### src/pkg/iefw_pkg.sv
// constants for the interrupt enable, flag, edge and wake logic
package iefw_pkg;
    localparam int          ADDR_W          = 5;
    localparam int          DATA_W          = 8;
    localparam int          PORTA_W         = 8;
    localparam int          PORTB_W         = 6;
    localparam int          EDGE_W          = 6;
    // register offsets
    localparam logic [4:0]  ADDR_PORTB_WAKE = 5'h09;
    localparam logic [4:0]  ADDR_ENABLE     = 5'h0E;
    localparam logic [4:0]  ADDR_FLAGS      = 5'h0F;
    localparam logic [4:0]  ADDR_PORTA_WAKE = 5'h15;
    localparam logic [4:0]  ADDR_EDGE       = 5'h18;
    // enable and flag bit positions
    localparam int          BIT_TIMER0      = 0;
    localparam int          BIT_PORT_CHANGE = 1;
    localparam int          BIT_EXT0        = 2;
    localparam int          BIT_TIMER1      = 3;
    localparam int          BIT_LOWVOLT     = 4;
    localparam int          BIT_TIMER2      = 5;
    localparam int          BIT_WATCHDOG    = 6;
    localparam int          BIT_EXT1        = 7;
    // edge register fields
    localparam int          BIT_EXT1_SELECT = 5;
    localparam int          BIT_EXT0_SELECT = 4;
    localparam int          EXT1_CODE_LSB   = 2;
    localparam int          EXT0_CODE_LSB   = 0;
    // edge codes
    localparam logic [1:0]  EDGE_NONE       = 2'h0;
    localparam logic [1:0]  EDGE_RISE       = 2'h1;
    localparam logic [1:0]  EDGE_FALL       = 2'h2;
    localparam logic [1:0]  EDGE_BOTH       = 2'h3;
    // values after reset
    localparam logic [7:0]  ENABLE_RST      = 8'h00;
    localparam logic [7:0]  FLAGS_RST       = 8'h00;
    localparam logic [7:0]  PORTA_WAKE_RST  = 8'h7F;
    localparam logic [5:0]  PORTB_WAKE_RST  = 6'h3F;
    localparam logic [5:0]  EDGE_RST        = 6'h05;
    // cycles after reset before pin changes count
    localparam logic [1:0]  SETTLE_CYCLES   = 2'h3;
endpackage : iefw_pkg

### src/pkg/iefw_pin_if.sv
// synchronised pin levels and their previous values
`timescale 1ns/1ps
`default_nettype none
interface iefw_pin_if #(parameter int W = 8);
    logic [W-1:0] lvl;
    logic [W-1:0] prev;
    modport src (output lvl, output prev);
    modport dst (input lvl, input prev);
endinterface : iefw_pin_if
`default_nettype wire

### src/hw/iefw_pin_sync.sv
// two-stage pin synchroniser with a history stage
`timescale 1ns/1ps
`default_nettype none
module iefw_pin_sync #(
    parameter int W = 8
) (
    input  wire logic         mclk,
    input  wire logic         reset,
    input  wire logic [W-1:0] pins,
    iefw_pin_if.src           sync
);
    logic [W-1:0] meta;
    logic [W-1:0] stable;
    logic [W-1:0] last;

    if (W < 1 || W > 8)
    begin : g_bad_w
        $error("iefw_pin_sync: W must be 1 to 8");
    end

    always_ff @(posedge mclk)
    begin
        if (reset)
        begin
            meta   <= '0;
            stable <= '0;
            last   <= '0;
        end
        else
        begin
            meta   <= pins;
            stable <= meta;
            last   <= stable;
        end
    end

    assign sync.lvl  = stable;
    assign sync.prev = last;
endmodule : iefw_pin_sync
`default_nettype wire

### src/hw/iefw_ext_edge.sv
// edge decode for one external interrupt pin
`timescale 1ns/1ps
`default_nettype none
module iefw_ext_edge #(
    parameter int IDX = 0
) (
    input  wire logic       mclk,
    input  wire logic       reset,
    iefw_pin_if.dst         pins,
    input  wire logic       sel,
    input  wire logic [1:0] code,
    output logic            pulse
);
    logic rise;
    logic fall;
    logic hit;

    if (IDX < 0 || IDX > 7)
    begin : g_bad_idx
        $error("iefw_ext_edge: IDX must be 0 to 7");
    end

    assign rise = pins.lvl[IDX] & ~pins.prev[IDX];
    assign fall = ~pins.lvl[IDX] & pins.prev[IDX];

    always_comb
    begin
        unique case (code)
            iefw_pkg::EDGE_RISE: hit = rise;
            iefw_pkg::EDGE_FALL: hit = fall;
            iefw_pkg::EDGE_BOTH: hit = rise | fall;
            iefw_pkg::EDGE_NONE: hit = 1'b0;
        endcase
    end

    assign pulse = sel & hit;

    property p_edge_kind;
        @(posedge mclk) disable iff (reset)
        pulse |-> (code == iefw_pkg::EDGE_RISE && pins.lvl[IDX] && !pins.prev[IDX])
               || (code == iefw_pkg::EDGE_FALL && !pins.lvl[IDX] && pins.prev[IDX])
               || (code == iefw_pkg::EDGE_BOTH && pins.lvl[IDX] != pins.prev[IDX]);
    endproperty
    a_edge_kind: assert property (p_edge_kind) else $error("edge pulse without matching edge");

    property p_gpio_quiet;
        @(posedge mclk) disable iff (reset)
        !sel |-> !pulse;
    endproperty
    a_gpio_quiet: assert property (p_gpio_quiet) else $error("edge pulse while pin is gpio");
endmodule : iefw_ext_edge
`default_nettype wire

### src/hw/iefw_irq_ctrl.sv
// interrupt enable, flag, edge select and wake-up registers
`timescale 1ns/1ps
`default_nettype none
// Functional notes
// - enable register, bits ext1..timer0, reset zero
// - flag register mirrors enable bit layout
// - flags stay set until firmware clears
// - masked flags read back as zero
// - timer underflow and overflow set flags
// - port A/B change on a wake-enabled pin sets flag
// - low-voltage event sets its flag
// - watchdog timeout sets its flag
// - select bit makes port B pin one external
// - select bit makes port B pin zero external
// - edge codes rise, fall, both; reset rising
// - port A wake enables, bits 6..0 reset one
// - port B wake enables, bits 5..0 reset one
module iefw_irq_ctrl (
    input  wire logic       mclk,
    input  wire logic       reset,
    input  wire logic [4:0] addr,
    input  wire logic [7:0] wr_data,
    input  wire logic       wr_strobe,
    input  wire logic       rd_strobe,
    output logic      [7:0] rd_data,
    input  wire logic       timer0_ovf,
    input  wire logic       timer1_udf,
    input  wire logic       timer2_udf,
    input  wire logic       lowvolt_event,
    input  wire logic       watchdog_timeout,
    input  wire logic [7:0] porta_pins,
    input  wire logic [5:0] portb_pins,
    output logic            irq_req,
    output logic            wake_req,
    output logic            ext0_pin_select,
    output logic            ext1_pin_select
);
    logic [7:0] irq_enable_mask;
    logic [7:0] irq_event_flags;
    logic [7:0] porta_wake_enables;
    logic [5:0] portb_wake_enables;
    logic [5:0] ext_pin_edge_config;
    logic [7:0] next_flags;
    logic [7:0] flag_set;
    logic [7:0] flag_clr;
    logic [1:0] settle_cnt;
    logic       armed;
    logic [7:0] porta_change;
    logic [5:0] portb_change;
    logic       port_change_evt;
    logic       ext0_pulse;
    logic       ext1_pulse;
    logic       wr_enable;
    logic       wr_flags;
    logic       wr_porta_wake;
    logic       wr_portb_wake;
    logic       wr_edge;

    iefw_pin_if #(.W(iefw_pkg::PORTA_W)) porta_if ();
    iefw_pin_if #(.W(iefw_pkg::PORTB_W)) portb_if ();

    iefw_pin_sync #(.W(iefw_pkg::PORTA_W)) u_porta_sync (
        .mclk  (mclk),
        .reset (reset),
        .pins  (porta_pins),
        .sync  (porta_if)
    );

    iefw_pin_sync #(.W(iefw_pkg::PORTB_W)) u_portb_sync (
        .mclk  (mclk),
        .reset (reset),
        .pins  (portb_pins),
        .sync  (portb_if)
    );

    iefw_ext_edge #(.IDX(0)) u_ext0_edge (
        .mclk  (mclk),
        .reset (reset),
        .pins  (portb_if),
        .sel   (ext0_pin_select),
        .code  (ext_pin_edge_config[iefw_pkg::EXT0_CODE_LSB +: 2]),
        .pulse (ext0_pulse)
    );

    iefw_ext_edge #(.IDX(1)) u_ext1_edge (
        .mclk  (mclk),
        .reset (reset),
        .pins  (portb_if),
        .sel   (ext1_pin_select),
        .code  (ext_pin_edge_config[iefw_pkg::EXT1_CODE_LSB +: 2]),
        .pulse (ext1_pulse)
    );

    // write decode
    assign wr_enable     = wr_strobe && addr == iefw_pkg::ADDR_ENABLE;
    assign wr_flags      = wr_strobe && addr == iefw_pkg::ADDR_FLAGS;
    assign wr_porta_wake = wr_strobe && addr == iefw_pkg::ADDR_PORTA_WAKE;
    assign wr_portb_wake = wr_strobe && addr == iefw_pkg::ADDR_PORTB_WAKE;
    assign wr_edge       = wr_strobe && addr == iefw_pkg::ADDR_EDGE;

    // ignore pin history until the synchroniser has filled
    always_ff @(posedge mclk)
    begin
        if (reset)
        begin
            settle_cnt <= '0;
        end
        else if (!armed)
        begin
            settle_cnt <= settle_cnt + 2'h1;
        end
    end

    assign armed = settle_cnt == iefw_pkg::SETTLE_CYCLES;

    // pin change on wake-enabled pins
    assign porta_change    = (porta_if.lvl ^ porta_if.prev) & porta_wake_enables;
    assign portb_change    = (portb_if.lvl ^ portb_if.prev) & portb_wake_enables;
    assign port_change_evt = armed && (|porta_change || |portb_change);

    // event vector in flag layout
    always_comb
    begin
        flag_set = '0;
        flag_set[iefw_pkg::BIT_TIMER0]      = timer0_ovf;
        flag_set[iefw_pkg::BIT_PORT_CHANGE] = port_change_evt;
        flag_set[iefw_pkg::BIT_EXT0]        = armed & ext0_pulse;
        flag_set[iefw_pkg::BIT_TIMER1]      = timer1_udf;
        flag_set[iefw_pkg::BIT_LOWVOLT]     = lowvolt_event;
        flag_set[iefw_pkg::BIT_TIMER2]      = timer2_udf;
        flag_set[iefw_pkg::BIT_WATCHDOG]    = watchdog_timeout;
        flag_set[iefw_pkg::BIT_EXT1]        = armed & ext1_pulse;
    end

    // write one to clear; a new event in the same cycle wins
    assign flag_clr   = wr_flags ? wr_data : 8'h00;
    assign next_flags = (irq_event_flags & ~flag_clr) | flag_set;

    always_ff @(posedge mclk)
    begin
        if (reset)
        begin
            irq_event_flags <= iefw_pkg::FLAGS_RST;
        end
        else
        begin
            irq_event_flags <= next_flags;
        end
    end

    always_ff @(posedge mclk)
    begin
        if (reset)
        begin
            irq_enable_mask <= iefw_pkg::ENABLE_RST;
        end
        else if (wr_enable)
        begin
            irq_enable_mask <= wr_data;
        end
    end

    always_ff @(posedge mclk)
    begin
        if (reset)
        begin
            porta_wake_enables <= iefw_pkg::PORTA_WAKE_RST;
        end
        else if (wr_porta_wake)
        begin
            porta_wake_enables <= wr_data;
        end
    end

    always_ff @(posedge mclk)
    begin
        if (reset)
        begin
            portb_wake_enables <= iefw_pkg::PORTB_WAKE_RST;
        end
        else if (wr_portb_wake)
        begin
            portb_wake_enables <= wr_data[5:0];
        end
    end

    always_ff @(posedge mclk)
    begin
        if (reset)
        begin
            ext_pin_edge_config <= iefw_pkg::EDGE_RST;
        end
        else if (wr_edge)
        begin
            ext_pin_edge_config <= wr_data[5:0];
        end
    end

    assign ext0_pin_select = ext_pin_edge_config[iefw_pkg::BIT_EXT0_SELECT];
    assign ext1_pin_select = ext_pin_edge_config[iefw_pkg::BIT_EXT1_SELECT];

    // read data stands only in the cycle after the strobe
    always_ff @(posedge mclk)
    begin
        if (reset || !rd_strobe)
        begin
            rd_data <= 8'h00;
        end
        else
        begin
            unique case (addr)
                iefw_pkg::ADDR_ENABLE:     rd_data <= irq_enable_mask;
                iefw_pkg::ADDR_FLAGS:      rd_data <= irq_event_flags & irq_enable_mask;
                iefw_pkg::ADDR_PORTA_WAKE: rd_data <= porta_wake_enables;
                iefw_pkg::ADDR_PORTB_WAKE: rd_data <= {2'h0, portb_wake_enables};
                iefw_pkg::ADDR_EDGE:       rd_data <= {2'h0, ext_pin_edge_config};
                default:                   rd_data <= 8'h00;
            endcase
        end
    end

    always_ff @(posedge mclk)
    begin
        if (reset)
        begin
            irq_req <= 1'b0;
        end
        else
        begin
            irq_req <= |(irq_event_flags & irq_enable_mask);
        end
    end

    always_ff @(posedge mclk)
    begin
        if (reset)
        begin
            wake_req <= 1'b0;
        end
        else
        begin
            wake_req <= port_change_evt;
        end
    end

    property p_enable_write;
        @(posedge mclk) disable iff (reset)
        wr_enable |=> irq_enable_mask == $past(wr_data);
    endproperty
    a_enable_write: assert property (p_enable_write) else $error("enable write not stored");

    property p_flags_sticky;
        @(posedge mclk) disable iff (reset)
        !wr_flags |=> (irq_event_flags & $past(irq_event_flags)) == $past(irq_event_flags);
    endproperty
    a_flags_sticky: assert property (p_flags_sticky) else $error("flag dropped without a write");

    property p_masked_read;
        @(posedge mclk) disable iff (reset)
        (rd_strobe && addr == iefw_pkg::ADDR_FLAGS)
            |=> rd_data == ($past(irq_event_flags) & $past(irq_enable_mask));
    endproperty
    a_masked_read: assert property (p_masked_read) else $error("flag read not masked by enable");

    property p_timer_flags;
        @(posedge mclk) disable iff (reset)
        (timer0_ovf || timer1_udf || timer2_udf)
            |=> (irq_event_flags[iefw_pkg::BIT_TIMER0] || !$past(timer0_ovf))
             && (irq_event_flags[iefw_pkg::BIT_TIMER1] || !$past(timer1_udf))
             && (irq_event_flags[iefw_pkg::BIT_TIMER2] || !$past(timer2_udf));
    endproperty
    a_timer_flags: assert property (p_timer_flags) else $error("timer event did not set flag");

    property p_port_change;
        @(posedge mclk) disable iff (reset)
        port_change_evt |=> irq_event_flags[iefw_pkg::BIT_PORT_CHANGE] && wake_req;
    endproperty
    a_port_change: assert property (p_port_change) else $error("pin change did not set flag");

    property p_lowvolt;
        @(posedge mclk) disable iff (reset)
        lowvolt_event |=> irq_event_flags[iefw_pkg::BIT_LOWVOLT];
    endproperty
    a_lowvolt: assert property (p_lowvolt) else $error("low-voltage event did not set flag");

    property p_watchdog;
        @(posedge mclk) disable iff (reset)
        watchdog_timeout |=> irq_event_flags[iefw_pkg::BIT_WATCHDOG];
    endproperty
    a_watchdog: assert property (p_watchdog) else $error("watchdog timeout did not set flag");

    property p_wake_write;
        @(posedge mclk) disable iff (reset)
        (wr_porta_wake || wr_portb_wake)
            |=> (porta_wake_enables == $past(wr_data) || !$past(wr_porta_wake))
             && (portb_wake_enables == $past(wr_data[5:0]) || !$past(wr_portb_wake));
    endproperty
    a_wake_write: assert property (p_wake_write) else $error("wake enable write not stored");

    property p_irq_level;
        @(posedge mclk) disable iff (reset)
        ##1 irq_req == |($past(irq_event_flags) & $past(irq_enable_mask));
    endproperty
    a_irq_level: assert property (p_irq_level) else $error("interrupt request mismatch");
endmodule : iefw_irq_ctrl
`default_nettype wire

### config.mk
export PLATFORM = sky130hd
export DESIGN_NAME = iefw_irq_ctrl
export DESIGN_NICKNAME = d
export VERILOG_FILES = /design/src/pkg/iefw_pkg.sv /design/src/pkg/iefw_pin_if.sv /design/src/hw/iefw_pin_sync.sv /design/src/hw/iefw_ext_edge.sv /design/src/hw/iefw_irq_ctrl.sv
export SDC_FILE = /design/constraint.sdc
export NUM_CORES = 1
export LEC_CHECK = 0
export ABC_CLOCK_PERIOD_IN_PS = 3000
export BUFFER_PORTS_ARGS = -buffer_cell sky130_fd_sc_hd__buf_2
export CELL_PAD_IN_SITES_DETAIL_PLACEMENT = 1
export CELL_PAD_IN_SITES_GLOBAL_PLACEMENT = 2
export CORE_MARGIN = 2
export CORE_UTILIZATION = 39
export DETAILED_ROUTE_END_ITERATION = 10
export PLACE_DENSITY = 0.8
export SYNTH_ARGS = -nofsm -noshare
export SYNTH_HDL_FRONTEND = slang
export SYNTH_SLANG_ARGS = --single-unit
### constraint.sdc
create_clock -name mclk -period 3 [get_ports mclk]
set_input_delay 0.15 -clock mclk [delete_from_list [all_inputs] [get_ports mclk]]
set_output_delay 0.15 -clock mclk [all_outputs]
set_load 0.01 [all_outputs]
# Word level (Yosys, flattened, before mapping)
# Cells that the tools add are included.
# op_classes
muxes	4
addsub	1
bitwise	22
reduce_logical	14
eq_ne	12
# op_table
cell	n
case mux 8 bit (5 select lines)	1
AND 8 bit	3
OR reduction 8 bit	2
== test 5 x 4 -> 1 bit, second input constant	3
== test 2 bit, second input constant	5
== test 5 bit, second input constant	2
AND 1 bit	8
2-to-1 mux 8 bit	1
inverter 8 bit	1
bitwise OR 8 bit	1
case mux 1 bit (4 select lines)	2
XOR 8 bit	1
AND 6 bit	1
logical AND 1 bit	6
OR reduction 6 bit	1
XOR 6 bit	1
== test 2 x 1 -> 1 bit, second input constant	2
zero test 2 bit	2
inverter 1 bit	4
adder 2 x 1 -> 2 bit, second input constant	1
logical OR 1 bit	2
bitwise OR 1 bit	2
zero test 1 bit	1
# totals
reg_bits	90

# Depth between registers and ports, before layout
# logic_depth
ltp_word	7
ltp_mapped	6
ltp_nobuf	6

# Modules after synthesis
# Synthesis repeated with hierarchy kept, for this count alone.
# hier_totals
hier_cells	334
area_unflattened_um2	3544.6
# by_module_without_submodules
mod	area_each_um2	seq_area_each_um2	cells_per_inst	n_inst
iefw_irq_ctrl	2227.1	960.9	229	1
iefw_pin_sync at u_porta_sync	693.2	480.5	50	1
iefw_pin_sync at u_portb_sync	489.2	360.3	37	1
iefw_ext_edge	67.6	0.0	9	2

# Worst setup path before layout
# No wires, ideal clock.
# synth_timing
path_type	register -> register
start	reg u_portb_sync.stable[0] (netlist: u_portb_sync.sync.lvl[0])
end	reg irq_event_flags[1]
slack_ns	1.577
arrival_time_ns	1.307
stages_incl_launch_ff	7
synth_period_minus_slack_ns	1.423
cell_sequence	dfxtp_1 > inv_1 > ha_1 > inv_1 > a222oi_1 > nand4b_1 > o22a_1
# synth_between
elab_chain_cells	6
# synth_rtl
element	line	source
start, declared	iefw_pin_sync.sv:13	logic [W-1:0] stable;
start signal, assigned	iefw_pin_sync.sv:32	stable <= meta;
XOR 6 bit	iefw_irq_ctrl.sv:118	assign portb_change = (portb_if.lvl ^ portb_if.prev) & portb_wake_enables;
AND 6 bit	iefw_irq_ctrl.sv:118	
OR reduction 6 bit	iefw_irq_ctrl.sv:119	assign port_change_evt = armed && (|porta_change || |portb_change);
logical OR 1 bit	iefw_irq_ctrl.sv:119	
logical AND 1 bit	iefw_irq_ctrl.sv:119	
bitwise OR 8 bit	iefw_irq_ctrl.sv:137	assign next_flags = (irq_event_flags & ~flag_clr) | flag_set;
end signal, assigned	iefw_irq_ctrl.sv:143	irq_event_flags <= iefw_pkg::FLAGS_RST;
end signal, assigned	iefw_irq_ctrl.sv:147	irq_event_flags <= next_flags;
end, declared	iefw_irq_ctrl.sv:39	logic [7:0] irq_event_flags;
# No other way between the ends.
# A chain may end at the register's enable or synchronous reset.

# Worst setup path in the final report
# layout_timing
start	in addr[0]
end	reg rd_data[1]
# layout_between
elab_chain_cells	2
word_cells_on_any_way	6
cone_classes	eq/ne (5); mux (1)
# layout_rtl
element	line	source
start, declared	iefw_irq_ctrl.sv:21	input wire logic [4:0] addr,
== test 5 bit or == test 5 x 4 -> 1 bit (tied branches)	iefw_irq_ctrl.sv:211	unique case (addr)
case mux 8 bit (5 select lines) (*)	iefw_irq_ctrl.sv:211	
end signal, assigned	iefw_irq_ctrl.sv:212	iefw_pkg::ADDR_ENABLE: rd_data <= irq_enable_mask;
end signal, assigned	iefw_irq_ctrl.sv:213	iefw_pkg::ADDR_FLAGS: rd_data <= irq_event_flags & irq_enable_mask;
end signal, assigned	iefw_irq_ctrl.sv:214	iefw_pkg::ADDR_PORTA_WAKE: rd_data <= porta_wake_enables;
end, declared	iefw_irq_ctrl.sv:25	output logic [7:0] rd_data,
# Mark *: on every way between the ends. The rest lies on a longest branch, timed or not.

==> flow_summary.yaml <==
worst_setup_path:
  r2r_setup_slack_ns: 1.32
  worstSetupPathType: "input port to register"
  end_kind: "register"
  reg2reg_depth: 6
  r2r-start: "u_portb_sync.sync.lvl[0]"
  cp_max_fo: 21
  cp-endpoint: "rd_data[1]"
  critPathLaunch: "addr[0]"
  cp.required_ns: 3.26
  timing.rr.end: "irq_event_flags[1]"
  arrival_ns: 2.07
  cp-start-kind: "input port"
cells_and_area:
  fin_cells: 496
  final_nets: 424
  area.growth.synth_to_final_pct: 15.8
  final_layout_size_suffix_gt1_share_pct: 16.8
  antennaDiodeCount: 0
  final_area_sq_mm: 0.00400
place:
  portBuffers: 47
  gp_congestion: 0.806
  place_inst: 471
  dp_hpwl_um: 5850
  place_area_sq_mm: 0.00374
clock_tree:
  cts-root-buf: "clkbuf_8"
  cts_sinks: 90
  path_clk_slew_ns: 0.09
  cts_inserted_buffers: 9
  cts_tree: "built"
  clock_latency_ns: 0.35
  cts_resized: 0
  cts_buffer_depth: 2
  cts_max_level: 3
synthesis:
  syn-instance-count: 336
  synth-seq-cells: 90
  post_synth.cell_area_avg_sq_um: 10.3
  synthArstFlopShare_pct: 0
  synth.largest_area_cell: "dfxtp_1"
  ys_types: 42
  synth.area.top_cells: "dfxtp_1 (52%), nor2b_1 (7.8%), mux2i_1 (4.1%)"
  synth-edff-count: 0
  synth_ff_type: "dfxtp_1"
  netlist.area_leader.share_pct: 52.1
  ys_seq_area_share_pct: 52.1
  synth_area_sq_mm: 0.00346
  yosys_warnings: 0
  syn_nets: 377
global_routing:
  grt_max_degree: 32
  grt_pass1_wl_um: 13900
  grt_pass1_vias: 2698
  grt.total_usage_pct: 18.2
  grt_remaining_overflow: 0
  antenna_found_initial: 0
pwr:
  pwr_density_cell_mw_per_mm2: 541
  switching_power_uw: 526
  switching_share_pct: 24.3
  power_frac_comb_pct: 7.8
  irDropWorstVdd_mv: 0.236
  pwr-share-clk_pct: 34.2
  pwr-share-seq_pct: 58.0
  intPower_uw: 1640
  p_leak_uw: 0.00170
timing:
  fin_crit_ns: 1.81
  rsz0062_at_grt: "no"
  period_share_pct: 60.2
  setup_viol: 0
  slew_violations: 0
  fmax_mhz: 553
  fin_skew_ns: 0.0125
  hold_viol: 0
  worstMarginPinSlew_ns: 0.903
  finalSetupTns_ns: 0
  maxSlewHeadroom_pct: 39.8
job:
  maxCapViolCount: 0
run_status:
  status: "finished, final reports clean"
drt:
  drc_errors: 0
  wl_per_cell_um: 16.8
  dr.first_iter.drc_count: 110
  dr.pass1.iters: 4
  via_per_inst: 5.29
  ant_nets: 0
  wirelength_um: 8320
  num_vias: 2623
floorplanning:
  initial_core_util_pct: 39.8
  core_area_sq_mm: 0.00868
  dieArea_sq_mm: 0.00963
  die_w_um: 98.2
  ios: 48
  die_h_um: 98.2
  num_rows: 34
hold_path:
  hp-class: "input port to register"
[sequential cells by signal, summed over array words and instances, names as in the netlist, 2 cells and up]
| signal | flops |
|---|---|
| u_porta_sync.meta | 8 |
| portb_wake_enables | 6 |
| u_portb_sync.sync.lvl | 6 |
| irq_enable_mask | 8 |
| rd_data | 8 |
| u_portb_sync.sync.prev | 6 |
| u_porta_sync.sync.lvl | 8 |
| u_porta_sync.sync.prev | 8 |
| porta_wake_enables | 8 |
| irq_event_flags | 8 |
| u_portb_sync.meta | 6 |
| settle_cnt | 2 |
| ext_pin_edge_config | 6 |
[how the worst min path moves through the flow]
stage | from | endpoint | slack (ns) | depth (start not counted)
6_report | porta_pins[6] | u_porta_sync.meta[6] | 0.02 | 2
5_1_grt | porta_pins[6] | u_porta_sync.meta[6] | 0.006 | 2
4_1_cts | porta_pins[6] | u_porta_sync.meta[6] | 0.004 | 2
3_5_place_dp | porta_pins[0] | u_porta_sync.meta[0] | 0.36 | 2
3_3_place_gp | timer0_ovf | irq_event_flags[0] | 0.36 | 3
2_1_floorplan | timer0_ovf | irq_event_flags[0] | 0.27 | 2
[cell families after synthesis]
| logic type | synth area share (%) |
|---|---|
| xor gates and xnor gates | 3.29 |
| DFF | 52.1 |
| adders and majority gates | 1.81 |
| and+or+nand+nor | 21.1 |
| muxes | 4.05 |
| buffers and inverters | 3.69 |
| AOI/OAI and AO/OA | 14.0 |
[synthesized netlist by cell type (7+ instances only)]
library cell / n
dfxtp_1: 90
nor2b_1: 43
nor2_1: 27
a22oi_1: 16
and3_1: 15
a211o_1: 14
clkbuf_1: 14
mux2i_1: 14
nand4_1: 14
xor2_1: 13
a21oi_1: 9
inv_1: 7
nand2_1: 7
[stage by stage]
stage	setup WS [ns]	utilization, %	hold WS, ns	power (uW)
after global placement	1.01	43.1	0.355	1440
final	1.19	46.1	0.0152	2170
after global routing	1.06	46.1	0.00597	2280
after CTS	1.21	46.1	0.00368	2200
after detailed placement	0.890	43.1	0.365	1450
after floorplan	1.58	-	0.267	1380
[worst max-delay path, stage by stage]
cell,delay (ns)
buf_2,0.36
nor4bb_1,0.33
and2_0,0.77
o41ai_4,0.26
a31oi_1,0.20
[metal layers]
| layer | track usage [%] | part of all wire (%) | vias up |
|---|---|---|---|
| met3 | 2.86 | 3.7 | 7 |
| met5 | 0 | 0 | - |
| met2 | 31.5 | 49 | 44 |
| met4 | 6.01 | 1.0 | 0 |
| li1 | - | - | 1281 |
| met1 | 23.3 | 46 | 1291 |
[power by group through the flow]
stage	clock, uW	combinational (uW)	sequential [uW]
final	742	169	1260
after global routing	824	191	1260
after CTS	767	172	1260
after detailed placement	0	163	1290
after global placement	0	156	1280
after floorplan	0	105	1280
[placed cells by master (no fill, tap or decap), types with 3 or more instances in the layout]
cell | Yosys | final
a32oi_1 | 3 | 3
mux2i_1 | 14 | 14
clkbuf_1 | 14 | 3
clkbuf_8 | 0 | 10
a22oi_1 | 16 | 16
a211o_1 | 14 | 14
dlygate4sd3_1 | 0 | 9
dfxtp_1 | 90 | 90
nand2_1 | 7 | 7
ha_1 | 5 | 5
nand2b_1 | 6 | 6
a31oi_1 | 6 | 6
inv_1 | 7 | 7
nor2_1 | 27 | 27
buf_2 | 6 | 47
nor2b_1 | 43 | 43
a21oi_1 | 9 | 9
xor2_1 | 13 | 13
nand4_1 | 14 | 14
and3_1 | 15 | 15
[area by class of cell]
| type | instances | area (sq um) |
|---|---|---|
| multi-input cells | 217 | 1530 |
| well taps | 108 | 135 |
| clock inverters | 3 | 23.8 |
| clock buffers | 13 | 149 |
| inverters | 7 | 26.3 |
| flip-flops and latches | 90 | 1800 |
| fillers | 995 | 4670 |
| repair buffers | 58 | 340 |
[repair_timing]
item | 4_1_cts | 5_1_grt
hold endpoints to repair | 9 | 0
endpoints found under the setup margin | 0 | 0
hold buffers | 9 | 0
buffers inserted | 0 | 0
Power figures use the tool's default switching activity.
